===== config.mk =====
export PLATFORM = sky130hd
export DESIGN_NAME = spisc_top
export DESIGN_NICKNAME = d
export VERILOG_FILES = /design/src/logic/spisc_pkg.sv /design/src/logic/spisc_sync.sv /design/src/logic/spisc_buf2.sv /design/src/logic/spisc_top.sv
export SDC_FILE = /design/constraint.sdc
export NUM_CORES = 1
export LEC_CHECK = 0
export ABC_CLOCK_PERIOD_IN_PS = 8250
export BUFFER_PORTS_ARGS = -buffer_cell sky130_fd_sc_hd__buf_2
export CAP_MARGIN = 20
export CORE_MARGIN = 1.5
export CORE_UTILIZATION = 47
export DETAILED_ROUTE_END_ITERATION = 8
export HOLD_SLACK_MARGIN = 0.05
export PLACE_DENSITY = 0.75
export SLEW_MARGIN = 20
export SYNTH_ARGS = -nofsm -noshare
export SYNTH_HDL_FRONTEND = slang
export SYNTH_SLANG_ARGS = --single-unit
export TNS_END_PERCENT = 20

===== constraint.sdc =====
create_clock -name core_clk -period 8.25 [get_ports core_clk]
set_input_delay 0.4125 -clock core_clk [delete_from_list [all_inputs] [get_ports core_clk]]
set_output_delay 0.4125 -clock core_clk [all_outputs]
set_load 0.03 [all_outputs]

===== src/logic/spisc_pkg.sv =====
// spisc_pkg: constants for the clock-stop serial port block
// assumes a 100 MHz core clock and a 32-bit AXI4-Lite register bus
package spisc_pkg;
   // time base: core period and the half-period unit H
   localparam int CORE_PERIOD_NS = 10;
   localparam int H_NS = CORE_PERIOD_NS / 2;
   localparam int TWO_H_CYC = (2 * H_NS) / CORE_PERIOD_NS;
   // word and divider widths
   localparam int WORD_W = 8;
   localparam int DIV_W = 8;
   localparam int CNT_W = 10;
   localparam logic [DIV_W-1:0] MIN_MASTER_DIV = 8'h05;
   localparam logic [DIV_W-1:0] SLAVE_DIV = 8'h01;
   localparam logic [4:0] LAST_EDGE = 5'h10;
   localparam logic [3:0] LAST_BIT = 4'h7;
   // clock stop modes
   localparam logic [1:0] STOP_NO_DELAY = 2'h2;
   localparam logic [1:0] STOP_HALF_DELAY = 2'h3;
   // register byte addresses
   localparam logic [3:0] ADDR_CTRL = 4'h0;
   localparam logic [3:0] ADDR_TXDATA = 4'h4;
   localparam logic [3:0] ADDR_RXDATA = 4'h8;
   localparam logic [3:0] ADDR_STATUS = 4'hc;
   // control field positions
   localparam int CTL_EN = 0;
   localparam int CTL_STOP_LO = 1;
   localparam int CTL_CLK_POL = 3;
   localparam int CTL_TX_SPOL = 4;
   localparam int CTL_RX_SPOL = 5;
   localparam int CTL_TX_CDIR = 6;
   localparam int CTL_TX_SDIR = 7;
   localparam int CTL_RX_CDIR = 8;
   localparam int CTL_RX_SDIR = 9;
   localparam int CTL_SRC_SEL = 10;
   localparam int CTL_DIV_LO = 16;
   localparam logic [31:0] CTRL_RESET = 32'h0000_0000;
   localparam int STS_OVR = 6;
   localparam logic [1:0] RESP_OKAY = 2'h0;
   localparam logic [1:0] RESP_SLVERR = 2'h2;
   typedef enum logic [1:0] {SPISC_IDLE, SPISC_LEAD, SPISC_RUN, SPISC_LAG} spisc_state_t;
endpackage


===== src/logic/spisc_sync.sv =====
// spisc_sync: two-flop synchroniser for a group of pin levels
// assumes inputs are asynchronous to core_clk
`timescale 1ns/10ps
module spisc_sync #(
   parameter int W = 1
) (
   input wire logic core_clk,
   input wire logic reset_n,
   input wire logic [W-1:0] async_in,
   output logic [W-1:0] sync_out
);
   logic [W-1:0] stage1;
   // first stage feeds only the second
   always_ff @(posedge core_clk) begin
      if (!reset_n) begin
         stage1 <= '0;
         sync_out <= '0;
      end else begin
         stage1 <= async_in;
         sync_out <= stage1;
      end
   end
endmodule


===== src/logic/spisc_buf2.sv =====
// spisc_buf2: two-entry buffer with valid/ready on both sides
// assumes source and sink share core_clk
`timescale 1ns/10ps
module spisc_buf2 #(
   parameter int W = 8
) (
   input wire logic core_clk,
   input wire logic reset_n,
   input wire logic in_valid,
   output logic in_ready,
   input wire logic [W-1:0] in_data,
   output logic out_valid,
   input wire logic out_ready,
   output logic [W-1:0] out_data
);
   logic [W-1:0] mem [2];
   logic wr_ptr;
   logic rd_ptr;
   logic [1:0] count;
   wire push = in_valid & in_ready;
   wire pop = out_valid & out_ready;
   // occupancy flags
   assign in_ready = (count != 2'h2);
   assign out_valid = (count != 2'h0);
   assign out_data = mem[rd_ptr];
   // pointers and storage
   always_ff @(posedge core_clk) begin
      if (!reset_n) begin
         wr_ptr <= 1'b0;
         rd_ptr <= 1'b0;
         count <= 2'h0;
         mem[0] <= '0;
         mem[1] <= '0;
      end else begin
         if (push) begin
            mem[wr_ptr] <= in_data;
            wr_ptr <= ~wr_ptr;
         end
         if (pop) rd_ptr <= ~rd_ptr;
         count <= 2'(count + {1'b0, push} - {1'b0, pop});
      end
   end
endmodule


===== src/logic/spisc_top.sv =====
// spisc_top: clock-stop serial port, master or slave, with AXI4-Lite registers
// assumes pin inputs asynchronous; the bench resolves the two-way pins from the enables
//
// Design decisions made here: the AXI4-Lite interface to the registers and the register addresses.
`timescale 1ns/10ps
module spisc_top (
   input wire logic core_clk,
   input wire logic reset_n,
   input wire logic [3:0] s_axi_awaddr,
   input wire logic s_axi_awvalid,
   output logic s_axi_awready,
   input wire logic [31:0] s_axi_wdata,
   input wire logic [3:0] s_axi_wstrb,
   input wire logic s_axi_wvalid,
   output logic s_axi_wready,
   output logic [1:0] s_axi_bresp,
   output logic s_axi_bvalid,
   input wire logic s_axi_bready,
   input wire logic [3:0] s_axi_araddr,
   input wire logic s_axi_arvalid,
   output logic s_axi_arready,
   output logic [31:0] s_axi_rdata,
   output logic [1:0] s_axi_rresp,
   output logic s_axi_rvalid,
   input wire logic s_axi_rready,
   input wire logic ser_tx_clock_pin_in,
   output logic ser_tx_clock_pin_out,
   output logic ser_tx_clock_pin_oe,
   input wire logic tx_frame_sync_pin_in,
   output logic tx_frame_sync_pin_out,
   output logic tx_frame_sync_pin_oe,
   input wire logic rx_frame_sync_pin,
   output logic ser_tx_data_pin_out,
   output logic ser_tx_data_pin_oe,
   input wire logic ser_rx_data_pin
);
   import spisc_pkg::*;

   logic [31:0] ctrl;
   logic overrun;
   logic [3:0] aw_addr;
   logic aw_held;
   logic [31:0] w_data;
   logic w_held;
   spisc_state_t state;
   logic [CNT_W-1:0] cnt;
   logic [4:0] edge_cnt;
   logic sclk;
   logic fs_act;
   logic m_oe;
   logic [WORD_W-1:0] tx_sr;
   logic [WORD_W-1:0] rx_sr;
   logic [3:0] bit_cnt;
   logic first;
   logic rx_push;
   logic [WORD_W-1:0] rx_word;
   logic slv_prev_clk;
   logic slv_prev_frame;
   logic slv_oe;
   logic [3:0] pin_s;

   // control fields
   wire enable = ctrl[CTL_EN];
   wire [1:0] clock_stop_mode = ctrl[CTL_STOP_LO +: 2];
   wire tx_clock_polarity = ctrl[CTL_CLK_POL];
   wire tx_sync_polarity = ctrl[CTL_TX_SPOL];
   wire rx_sync_polarity = ctrl[CTL_RX_SPOL];
   wire tx_clock_dir = ctrl[CTL_TX_CDIR];
   wire tx_sync_dir = ctrl[CTL_TX_SDIR];
   wire rx_clock_dir = ctrl[CTL_RX_CDIR];
   wire rx_sync_dir = ctrl[CTL_RX_SDIR];
   wire sample_clock_source_sel = ctrl[CTL_SRC_SEL];
   wire [DIV_W-1:0] sample_clock_divider = ctrl[CTL_DIV_LO +: DIV_W];
   wire mode_ok = (clock_stop_mode == STOP_NO_DELAY) | (clock_stop_mode == STOP_HALF_DELAY);
   wire mode11 = (clock_stop_mode == STOP_HALF_DELAY);
   wire master_role = tx_clock_dir & tx_sync_dir & ~rx_clock_dir & ~rx_sync_dir;
   wire slave_role = ~tx_clock_dir & ~tx_sync_dir & ~rx_clock_dir & ~rx_sync_dir;
   // slave sample clock at half rate
   wire slave_clk_ok = sample_clock_source_sel & (sample_clock_divider == SLAVE_DIV);

   // pin synchronisers: clock, tx sync, rx sync, rx data
   spisc_sync #(.W(4)) u_sync (
      .core_clk(core_clk),
      .reset_n(reset_n),
      .async_in({ser_tx_clock_pin_in, tx_frame_sync_pin_in, rx_frame_sync_pin, ser_rx_data_pin}),
      .sync_out(pin_s)
   );
   wire s_clk = pin_s[3];
   wire s_rxd = pin_s[0];
   wire s_frame_tx = tx_sync_polarity ? ~pin_s[2] : pin_s[2];
   wire s_frame_rx = rx_sync_polarity ? ~pin_s[1] : pin_s[1];

   // period in core cycles; short dividers raised to the master minimum
   wire [DIV_W-1:0] div_eff = (sample_clock_divider < MIN_MASTER_DIV) ? MIN_MASTER_DIV : sample_clock_divider;
   wire [CNT_W-1:0] period = CNT_W'((div_eff + 9'h001) * TWO_H_CYC);
   wire [CNT_W-1:0] low_w = CNT_W'(((div_eff + 9'h001) >> 1) * TWO_H_CYC);
   wire [CNT_W-1:0] high_w = CNT_W'(period - low_w);
   wire [CNT_W-1:0] idle_w = tx_clock_polarity ? high_w : low_w;
   wire [CNT_W-1:0] act_w = tx_clock_polarity ? low_w : high_w;
   wire [CNT_W-1:0] lead_len = mode11 ? period : idle_w;
   wire [CNT_W-1:0] lag_len = mode11 ? idle_w : period;

   // buffers: bus to shifter, shifter to bus
   logic tx_in_ready;
   logic tx_valid;
   logic [WORD_W-1:0] tx_word;
   logic rx_in_ready;
   logic rx_valid;
   logic [WORD_W-1:0] rx_data;
   wire aw_take = s_axi_awvalid & s_axi_awready;
   wire w_take = s_axi_wvalid & s_axi_wready;
   wire ar_take = s_axi_arvalid & s_axi_arready;
   wire wr_tx = (aw_addr == ADDR_TXDATA);
   wire wr_go = aw_held & w_held & ~s_axi_bvalid & (~wr_tx | tx_in_ready);
   wire w_data_lane0 = 1'b1;
   wire tx_push = wr_go & wr_tx & w_data_lane0;
   wire rd_rx = ar_take & (s_axi_araddr == ADDR_RXDATA);

   // master start and frame start events
   wire m_go = enable & master_role & mode_ok & (state == SPISC_IDLE) & tx_valid & rx_in_ready;
   wire s_start = enable & slave_role & slave_clk_ok & s_frame_tx & ~slv_prev_frame;
   wire frame_start = m_go | s_start;
   wire tx_pop = frame_start & tx_valid;
   spisc_buf2 #(.W(WORD_W)) u_txbuf (
      .core_clk(core_clk),
      .reset_n(reset_n),
      .in_valid(tx_push),
      .in_ready(tx_in_ready),
      .in_data(w_data[WORD_W-1:0]),
      .out_valid(tx_valid),
      .out_ready(tx_pop),
      .out_data(tx_word)
   );
   spisc_buf2 #(.W(WORD_W)) u_rxbuf (
      .core_clk(core_clk),
      .reset_n(reset_n),
      .in_valid(rx_push),
      .in_ready(rx_in_ready),
      .in_data(rx_word),
      .out_valid(rx_valid),
      .out_ready(rd_rx),
      .out_data(rx_data)
   );

   // master clock phases
   wire phase_end = (state == SPISC_RUN) & (cnt == '0);
   wire to_idle = phase_end & (sclk != tx_clock_polarity);
   wire m_lead = ((state == SPISC_LEAD) & (cnt == '0)) | (phase_end & ~to_idle);
   wire m_trail = to_idle;
   wire last_edge = to_idle & (edge_cnt == LAST_EDGE - 5'h01);
   // slave clock edges seen on the synchronised pin
   wire s_active = enable & slave_role & slave_clk_ok & s_frame_tx & slv_prev_frame;
   wire s_lead = s_active & (slv_prev_clk == tx_clock_polarity) & (s_clk != tx_clock_polarity);
   wire s_trail = s_active & (slv_prev_clk != tx_clock_polarity) & (s_clk == tx_clock_polarity);
   wire lead_ev = m_lead | s_lead;
   wire trail_ev = m_trail | s_trail;
   // sample on leading edges in 11b, change on trailing edges
   wire sample_ev = mode11 ? lead_ev : trail_ev;
   wire shift_ev = mode11 ? trail_ev : (lead_ev & ~first);
   wire rx_bit = master_role ? pin_s[0] : s_rxd;
   wire [CNT_W-1:0] next_cnt = phase_end ? (to_idle ? idle_w - 1'b1 : act_w - 1'b1) : cnt - 1'b1;

   // master sequencer: lead, clocked bits, lag
   always_ff @(posedge core_clk) begin
      if (!reset_n) begin
         state <= SPISC_IDLE;
         cnt <= '0;
         edge_cnt <= '0;
         sclk <= 1'b0;
         fs_act <= 1'b0;
      end else begin
         case (state)
            SPISC_IDLE: begin
               // idle clock level; enable inactive until m_go starts a frame
               sclk <= tx_clock_polarity;
               fs_act <= m_go;
               cnt <= lead_len - 1'b1;
               edge_cnt <= '0;
               if (m_go) state <= SPISC_LEAD;
            end
            SPISC_LEAD: begin
               cnt <= (cnt == '0) ? act_w - 1'b1 : cnt - 1'b1;
               if (cnt == '0) begin
                  sclk <= ~sclk;
                  edge_cnt <= 5'h01;
                  state <= SPISC_RUN;
               end
            end
            SPISC_RUN: begin
               cnt <= last_edge ? lag_len - 1'b1 : next_cnt;
               if (phase_end) begin
                  sclk <= ~sclk;
                  edge_cnt <= 5'(edge_cnt + 5'h01);
               end
               if (last_edge) state <= SPISC_LAG;
            end
            SPISC_LAG: begin
               cnt <= cnt - 1'b1;
               // release the enable after the lag
               if (cnt == '0) begin
                  fs_act <= 1'b0;
                  state <= SPISC_IDLE;
               end
            end
            default: state <= SPISC_IDLE;
         endcase
      end
   end

   // master data enable: off at the last edge in 11b, one idle phase later in 10b
   wire next_m_oe = (state == SPISC_LEAD) | ((state == SPISC_RUN) & ~(last_edge & mode11))
      | ((state == SPISC_LAG) & ~mode11 & ({1'b0, cnt} + {1'b0, idle_w} > {1'b0, lag_len}));
   always_ff @(posedge core_clk) begin
      if (!reset_n) m_oe <= 1'b0;
      else m_oe <= m_go | (next_m_oe & ~(state == SPISC_IDLE));
   end

   // slave enable and clock history, slave data enable follows its enable
   always_ff @(posedge core_clk) begin
      if (!reset_n) begin
         slv_prev_clk <= 1'b0;
         slv_prev_frame <= 1'b0;
         slv_oe <= 1'b0;
      end else begin
         slv_prev_clk <= s_clk;
         slv_prev_frame <= s_frame_tx & enable & slave_role & slave_clk_ok;
         slv_oe <= s_frame_tx & enable & slave_role & slave_clk_ok;
      end
   end

   // shared shifter for both roles
   always_ff @(posedge core_clk) begin
      if (!reset_n) begin
         tx_sr <= '0;
         rx_sr <= '0;
         bit_cnt <= '0;
         first <= 1'b0;
         rx_push <= 1'b0;
         rx_word <= '0;
      end else begin
         rx_push <= sample_ev & (bit_cnt == LAST_BIT);
         if (frame_start) begin
            tx_sr <= tx_valid ? tx_word : '0;
            bit_cnt <= '0;
            first <= 1'b1;
         end else begin
            if (lead_ev) first <= 1'b0;
            if (shift_ev) tx_sr <= {tx_sr[WORD_W-2:0], 1'b0};
            if (sample_ev) begin
               rx_sr <= {rx_sr[WORD_W-2:0], rx_bit};
               bit_cnt <= 4'(bit_cnt + 4'h1);
               if (bit_cnt == LAST_BIT) rx_word <= {rx_sr[WORD_W-2:0], rx_bit};
            end
         end
      end
   end

   // pins: enable polarity inverted for an active-low slave enable
   assign ser_tx_clock_pin_out = sclk;
   assign ser_tx_clock_pin_oe = master_role & enable;
   assign tx_frame_sync_pin_out = tx_sync_polarity ? ~fs_act : fs_act;
   assign tx_frame_sync_pin_oe = master_role & enable;
   assign ser_tx_data_pin_out = tx_sr[WORD_W-1];
   assign ser_tx_data_pin_oe = master_role ? m_oe : slv_oe;

   // register bus: address/data capture and responses
   wire wr_ctrl = wr_go & (aw_addr == ADDR_CTRL);
   wire wr_sts = wr_go & (aw_addr == ADDR_STATUS);
   wire wr_ok = (aw_addr == ADDR_CTRL) | wr_tx | (aw_addr == ADDR_STATUS);
   wire busy = (state != SPISC_IDLE) | slv_prev_frame;
   wire [31:0] status = {25'h0, overrun, slave_clk_ok, slave_role, master_role, rx_valid, ~tx_in_ready, busy};
   wire rd_known = (s_axi_araddr == ADDR_CTRL) | (s_axi_araddr == ADDR_RXDATA) | (s_axi_araddr == ADDR_STATUS);
   wire [31:0] rd_mux = (s_axi_araddr == ADDR_CTRL) ? ctrl :
      (s_axi_araddr == ADDR_RXDATA) ? {23'h0, rx_valid, rx_data} :
      (s_axi_araddr == ADDR_STATUS) ? status : 32'h0;
   assign s_axi_awready = ~aw_held;
   assign s_axi_wready = ~w_held;
   assign s_axi_arready = ~s_axi_rvalid;
   always_ff @(posedge core_clk) begin
      if (!reset_n) begin
         aw_held <= 1'b0;
         w_held <= 1'b0;
         aw_addr <= '0;
         w_data <= '0;
         s_axi_bvalid <= 1'b0;
         s_axi_bresp <= RESP_OKAY;
      end else begin
         if (aw_take) aw_addr <= s_axi_awaddr;
         if (w_take) w_data <= s_axi_wdata;
         aw_held <= (aw_held | aw_take) & ~wr_go;
         w_held <= (w_held | w_take) & ~wr_go;
         if (wr_go) s_axi_bresp <= wr_ok ? RESP_OKAY : RESP_SLVERR;
         s_axi_bvalid <= wr_go | (s_axi_bvalid & ~s_axi_bready);
      end
   end
   always_ff @(posedge core_clk) begin
      if (!reset_n) begin
         s_axi_rvalid <= 1'b0;
         s_axi_rdata <= '0;
         s_axi_rresp <= RESP_OKAY;
      end else begin
         if (ar_take) s_axi_rdata <= rd_mux;
         if (ar_take) s_axi_rresp <= rd_known ? RESP_OKAY : RESP_SLVERR;
         s_axi_rvalid <= ar_take | (s_axi_rvalid & ~s_axi_rready);
      end
   end
   // control register and overrun flag; a new overrun wins over the clear
   always_ff @(posedge core_clk) begin
      if (!reset_n) begin
         ctrl <= CTRL_RESET;
         overrun <= 1'b0;
      end else begin
         if (wr_ctrl) ctrl <= w_data;
         overrun <= (rx_push & ~rx_in_ready) | (overrun & ~(wr_sts & w_data[STS_OVR]));
      end
   end

   // assertion helpers: cycles since frame start or last clock toggle, and lag length
   logic [CNT_W-1:0] ph_len;
   logic [CNT_W-1:0] lag_seen;
   always_ff @(posedge core_clk) begin
      if (!reset_n) begin
         ph_len <= '0;
         lag_seen <= '0;
      end else begin
         ph_len <= (m_lead | m_trail | m_go) ? '0 : CNT_W'(ph_len + 1'b1);
         lag_seen <= (state == SPISC_LAG) ? CNT_W'(lag_seen + 1'b1) : '0;
      end
   end
endmodule


==> reports/qor.csv, run 1 <==
metric,value,unit
status,finished clean,
Tcrit/Tclk final,78.2,%
CTS max path bufs,3,
DRC viols,0,
crit start category,register,
Post-CTS Hold Buffers,0,
setup TNS,0,ns
grt total ovfl,0,
Synth Area in Compound Gates,17.3,%
final hold vios,0,
largest net degree at the start of global routing,80,
CTS root buf,clkbuf_16,
Placer Congestion,0.907,
# Max-Cap Violations,0,
Sink Count,206,
fin. max-slew vios,0,
RSZ-0062 raised after global routing,false,
Die H,157,um
multiplexer area fraction after synthesis,5.09,%
CTS Buf Count,21,
post-synthesis xor/xnor area fraction,5.03,%
Min-Delay Path Class,input port to register,
Routed WL,28.4,mm
vias in the first global route,8925,
drt wl/cell,16.5,um
PwrDens,207,mW/mm2
clk_skew,0.0275,ns
#FFs+latches synth,206,
Core Region,0.0234,mm2
die area,0.0247,mm2
met2 routed WL,13.1,mm
Antenna Nets Post-Route,0,
initial antenna violation count,0,
wire length on met1,12.1,mm
met3 routed wirelength,2.31,mm
"Core Util, Final",53.1,%
IO Port Bufs,94,
cell row count,56,
fin crit period,6.45,ns
Via density,5.59,
FMAX,155,MHz
final setup vio count,0,
main combinational cell family by area after synthesis,simple AND/OR/NAND/NOR gates,
first-pass GRT wire length,45.5,mm
Async SR Flop Fraction,0,%
Final Cell Area,0.0124,mm2
Post-Synth Adder-Cell Area,5.34,%
Die W,157,um
via count,9632,
CP Capture Type,register,
CP max FO,9,
WP data arrival,6.88,ns
number of synthesized flops with an enable pin,32,
fill cell count,2202,
clock slew at reported path FFs,0.06,ns
Post-CTS Repair Setup Buffers,0,
fraction of layout cells with a size suffix above 1,12.5,%
DP HPWL,19.9,mm
CTS tree,yes,
worst-margin pin slew,1.01,ns
total track usage,23.0,%
WHS,0.0784,ns
CP required,8.68,ns
nets,1491,
Post-Syn Area per Cell,8.31,um2
synthesized cell area,0.0112,mm2
H-tree Lvls,1,
Pleak,4.98,nW
Ys Warns,0,
Pre-antenna DRT Iters,5,
"Seq/Total Area, Yosys",39.9,%
post-synth cell types,86,
Area Growth Syn to Fin,11.5,%
Ant. Diodes,0,
clk_lat worst skew,0.51,ns
Simple-Gate Fraction of Synth Area,22.2,%
Initial Utilization,47.6,%
critical path type,register to register,
"most common cell after layout, fill and taps aside",nand2_1,
DP Area,0.0118,mm2
post-cts repair resize count,0,
io pins,102,
Slew headroom,31.9,%
cell count after synthesis,1342,
Starting DRT DRC Count,810,
most frequent cells in the layout,"nand2_1 (200), dfxtp_1 (174), nor2_1 (144)",
Peak VDD IR,178,uV
Top Layer Used,met4,
most frequently used flop master after synthesis,dfxtp_1,
worst max-delay path, stage by stage (launching register included):
cell and delay (ns):
dfxtp_1 0.41, or3_4 0.46, o31ai_1 0.49, inv_1 0.09
ha_1 0.32, xnor2_1 0.35, inv_1 0.16, ha_1 0.35
nand2_1 0.07, o21ai_0 0.40, nand3_1 0.22, a211oi_2 0.58
ha_1 0.39, a21oi_1 0.24, o21bai_1 0.12, a21oi_1 0.25
o21bai_1 0.10, a21oi_1 0.18, xnor2_1 0.15, ha_1 0.27
nand4_1 0.11, nor3_1 0.05, o211ai_1 0.25, nand4_1 0.15
a31oi_1 0.21
report_power, final:
group	switching, mW	total [mW]	internal (mW)
clock network	0.396	0.930	0.534
registers	0.0370	1.09	1.06
logic	0.342	0.544	0.203
total	0.775	2.57	1.79
state kept, by name, summed over array words and instances, names as in the netlist, 4 cells and up, named ones only:
register / cells
aw_addr: 4
bit_cnt: 4
cnt: 10
ctrl: 32
edge_cnt: 5
rx_sr: 7
rx_word: 8
s_axi_rdata: 32
tx_sr: 8
u_rxbuf.mem: 16
u_txbuf.mem: 16
w_data: 32
layout make-up:
type / instances / area, um2 / share of cell area [%]
Clock inverter: 8 / 82.6 / 0.664
Sequential cell: 206 / 4440 / 35.8
Multi-Input combinational cell: 998 / 6150 / 49.4
Timing Repair Buffer: 105 / 553 / 4.45
Tap cell: 319 / 399 / 3.21
Inverter: 57 / 216 / 1.74
Clock buffer: 30 / 589 / 4.74
routing by layer:
metal / vias to the layer above / global-route usage, %
met2: 341 / 37.9
met5: - / 0
met1: 4486 / 29.1
met3: 56 / 5.75
met4: 0 / 8.40
li1: 4749 / -
stage by stage:
stage	cells	power (mW)	setup slack, ns
CTS	1723	2.57	1.89
floorplan	1343	1.51	2.53
global placement	1685	1.64	2.08
finish	1723	2.57	1.80
detailed placement	1685	1.64	1.92
global route	1723	2.67	1.25
cell usage after synthesis, types with 4 or more instances:
cell type / count / area, um2
and2_1: 49 / 307
nor2_1: 144 / 541
buf_2: 10 / 50.1
a21o_1: 9 / 67.6
xnor2_1: 40 / 350
a211oi_1: 8 / 60.1
dfxtp_1: 174 / 3480
clkbuf_1: 48 / 180
edfxtp_1: 32 / 961
or3_1: 8 / 50.1
nand2_1: 201 / 754
mux2i_1: 52 / 521
nand2b_1: 10 / 62.6
inv_1: 55 / 206
nand3b_1: 4 / 30.0
nand3_1: 24 / 120
xor2_1: 24 / 210
nor4_1: 4 / 25.0
a22oi_1: 31 / 233
buf_4: 10 / 75.1
a21oi_1: 116 / 581
nor2b_1: 8 / 50.1
a31oi_1: 11 / 68.8
o31ai_1: 5 / 37.5
a221oi_1: 5 / 43.8
buf_1: 12 / 45.0
o21ai_0: 51 / 255
ha_1: 46 / 576
nor3b_1: 4 / 30.0
o221ai_1: 4 / 35.0
o211ai_1: 7 / 52.6
and3_1: 6 / 37.5
nor3_1: 31 / 155
or2_2: 5 / 31.3
nand4_1: 16 / 100
kinds of logic (layout without fill, tap and decap cells):
logic type	after synthesis	count (layout)
AOI/OAI and AO/OA	297	297
xor gates and xnor gates	64	64
adders and majority gates	47	47
buffers and inverters	139	200
DFF	206	206
muxes	56	56
other	1	2
and+or+nand+nor	532	532
final timing paths:
path	startpoint	to	slack, ns	depth (start not counted)
max	ctrl[19]	m_oe	1.80	24
min	s_axi_rready	s_axi_rvalid	0.08	2
max reg2reg	ctrl[19]	m_oe	1.80	24
min reg2reg	u_sync.stage1[3]	u_sync.sync_out[3]	0.44	1
No activity file was read; power rests on OpenSTA's default activity.
==> run 2, diff against run 1 <==
Settings changed: ABC_AREA set to 1, ABC_CLOCK_PERIOD_IN_PS 8250 to 5900, PLACE_DENSITY 0.75 to 0.78.
Clock period 8.25 ns to 5.9 ns, I/O delays scaled along.
==> run 2 against run 1 <==
Against the previous run:
- combinational power grew 36%
- via count rose by 11%
- global-route usage increased by 0.26 points
- routed wire length is 5.8% higher
- sequential share of layout area shrank 1.7 points
- core utilization rose by 2.2 points
- critical path depth increased by 10
- fmax up 20%
- cell count up 16%
- critical endpoint unchanged
- largest power group unchanged
==> reports/qor.csv, run 2 <==
metric,value,unit,change
worst-margin pin slew,1.08,ns,was 1.01 ns
pre-CTS setup slack,0.348,ns,was 1.92 ns
first-pass GRT wire length,48.8,mm,was 45.5 mm
Pleak,5.98,nW,was 4.98 nW
CTS Buf Count,22,,was 21
final worst slack,0.509,ns,was 1.80 ns
synthesized cell area,0.0114,mm2,was 0.0112 mm2
PwrDens,276,mW/mm2,was 207 mW/mm2
Sequential Area,0.00445,mm2,was 0.00444 mm2
Power Total,3.60,mW,was 2.57 mW
Starting DRT DRC Count,848,,was 810
post-synth top area cell,dfxtp_1,,unchanged
FF-to-FF setup slack,0.51,ns,was 1.80 ns
Antenna Nets Post-Route,0,,unchanged
Min-Delay Path Class,input port to register,,unchanged
Core Region,0.0236,mm2,was 0.0234 mm2
post-synth cell types,64,,was 86
grt total ovfl,0,,unchanged
worst r2r src,ctrl[21],,was ctrl[19]
largest net degree at the start of global routing,92,,was 80
RSZ-0062 raised after global routing,false,,unchanged
CTS tree,yes,,unchanged
Slowest cell on crit path,dfxtp_1,,was a211oi_2
IO Port Bufs,94,,unchanged
drt wl/cell,15.1,um,was 16.5 um
nets,1763,,was 1491
most frequently used flop master after synthesis,dfxtp_1,,unchanged
io pins,102,,unchanged
cell count after synthesis,1566,,was 1342
vias in the first global route,9962,,was 8925
Critical Path Max Stage Delay,0.33,ns,was 0.58 ns
fin crit period,5.39,ns,was 6.45 ns
Slew headroom,27.8,%,was 31.9%
R2R Path End,m_oe,,unchanged
final setup vio count,0,,unchanged
crit start category,register,,unchanged
"Seq/Total Area, Yosys",39.0,%,was 39.9%
Die W,159,um,was 157 um
clock slew at reported path FFs,0.06,ns,about the same
Post-CTS Repair Setup Buffers,0,,unchanged
Async SR Flop Fraction,0,%,unchanged
Routed WL,30.1,mm,was 28.4 mm
DP HPWL,21.4,mm,was 19.9 mm
"count leader, synth",nand2_1,,unchanged
# Max-Cap Violations,0,,unchanged
Via density,5.37,,was 5.59
CTS root buf,clkbuf_16,,unchanged
Ys Warns,0,,unchanged
status,finished clean,,unchanged
R2R cell count,34,,was 24
Hold Path End,w_data[22],,was s_axi_rvalid
fin. max-slew vios,0,,unchanged
via count,10700,,was 9632
Ant. Diodes,0,,unchanged
critical path type,register to register,,unchanged
H-tree Lvls,1,,unchanged
hold path start,s_axi_wdata[22],,was s_axi_rready
fraction of layout cells with a size suffix above 1,14.7,%,was 12.5%
CP required,6.27,ns,was 8.68 ns
CP max FO,6,,was 9
Tcrit/Tclk final,91.4,%,was 78.2%
final hold vios,0,,unchanged
number of synthesized flops with an enable pin,32,,unchanged
top cell type's share of synthesized area,30.6,%,was 31.2%
CP Capture Type,register,,unchanged
CTS max path bufs,3,,unchanged
Synth area leaders,"dfxtp_1 (31%), nand2_1 (9.1%), edfxtp_1 (8.4%), o21ai_0 (6.8%), nor2_1 (6.6%)",,"was dfxtp_1 (31%), edfxtp_1 (8.6%), nand2_1 (6.8%), a21oi_1 (5.2%), ha_1 (5.2%)"
Die H,159,um,was 157 um
"most common cell after layout, fill and taps aside",nand2_1,,unchanged
Post-Syn Area per Cell,7.28,um2,was 8.31 um2
WP data arrival,5.76,ns,was 6.88 ns
initial antenna violation count,0,,unchanged
DRC viols,0,,unchanged
CP most frequent cell,nand2_1,,was ha_1
largest registers,"ctrl x32, s_axi_rdata x32, w_data x32",,unchanged
Peak VDD IR,249,uV,was 178 uV
cell row count,56,,unchanged
clk_skew,0.0120,ns,was 0.0275 ns
FMAX,185,MHz,was 155 MHz
fill cell count,2172,,was 2202
Area Growth Syn to Fin,14.6,%,was 11.5%
Hold Path Stages,3,,was 2
Synth top cells by count,"nand2_1 (276), nor2_1 (200), dfxtp_1 (174)",,"was nand2_1 (201), dfxtp_1 (174), nor2_1 (144)"
most frequent cells in the layout,"nand2_1 (276), nor2_1 (200), dfxtp_1 (173)",,"was nand2_1 (200), dfxtp_1 (174), nor2_1 (144)"
setup TNS,0,ns,unchanged
multi-input logic area,0.00599,mm2,was 0.00615 mm2
die area,0.0252,mm2,was 0.0247 mm2
Pre-antenna DRT Iters,5,,unchanged
Initial Utilization,48.3,%,was 47.6%
total track usage,23.3,%,was 23.0%
Sink Count,206,,unchanged
#FFs+latches synth,206,,unchanged
clk_lat worst skew,0.50,ns,was 0.51 ns
Placer Congestion,0.922,,was 0.907
## run 2: cell types whose count changed after synthesis, moves of 11 or more
cell	previous run	this run
a22oi_1	31	5
o21ai_0	51	154
inv_2	0	18
nand2_1	201	276
and2_1	49	0
nor3_1	31	20
nor2_2	2	16
mux2i_1	52	8
xnor2_1	40	11
nand3_1	24	85
nor2_1	144	200
inv_1	55	173
nand2_2	0	21
## run 2: area by class of cell
type / count / area share (%)
clock buffers: 30 / 4.69
multi-input cells: 1108 / 45.9
flip-flops and latches: 206 / 34.0
repair buffers: 130 / 6.19
well taps: 319 / 3.05
inverters: 193 / 5.56
clock inverters: 9 / 0.603
## run 2: repair_timing
| action | 4_1_cts | 5_1_grt |
|---|---|---|
| setup endpoints to repair | 0 | 1 |
| hold buffers | 26 | 0 |
| hold endpoints to repair | 26 | 0 |
| resized for setup | 0 | 7 |
## run 2: stage by stage
step	cells	util [%]	hold WS, ns	area, um2
after floorplan	1567	-	0.390	11400
after global placement	1930	51.2	0.396	12100
after detailed placement	1930	51.2	0.405	12100
after CTS	1995	55.3	0.0524	13100
after global routing	1995	55.3	0.0676	13100
final	1995	55.3	0.0590	13100
## run 2: where the power goes
group	switching [mW]	total (mW)	internal (mW)
Combinational	0.491	0.741	0.249
Sequential	0.0378	1.53	1.49
Clock	0.562	1.34	0.774
Total	1.09	3.60	2.51
## run 2: per-layer routing
layer | up-vias | wire length, um | track usage (%)
met5 | - | 0 | 0
li1 | 5347 | - | -
met4 | 0 | 930 | 8.27
met2 | 386 | 13900 | 38.5
met3 | 67 | 2010 | 3.45
met1 | 4917 | 13200 | 30.7
## run 2: critical path: cells and delay by family, from the launching register on
family	cells	cell delay, ns
AOI/OAI and AO/OA	9	1.38
xor gates and xnor gates	1	0.16
adders and majority gates	4	1.19
buffers and inverters	6	0.41
DFF	1	0.33
and+or+nand+nor	14	1.82
## run 2: kinds of logic after synthesis
group | after synthesis | synth area share [%]
and+or+nand+nor | 658 | 25.8
AOI/OAI and AO/OA | 354 | 17.4
buffers and inverters | 253 | 8.62
DFF | 206 | 39.0
adders and majority gates | 47 | 5.23
xor gates and xnor gates | 31 | 2.38
muxes | 16 | 1.49
other | 1 | 0.0329
## run 2: worst max path at each step
stage	startpoint	endpoint	slack, ns	depth (start not counted)
floorplan	ctrl[21]	m_oe	1.18	34
global placement	ctrl[21]	m_oe	0.49	34
detailed placement	ctrl[21]	m_oe	0.35	34
CTS	ctrl[21]	m_oe	0.34	34
global route	ctrl[16]	m_oe	0.0006	34
finish	ctrl[21]	m_oe	0.51	34
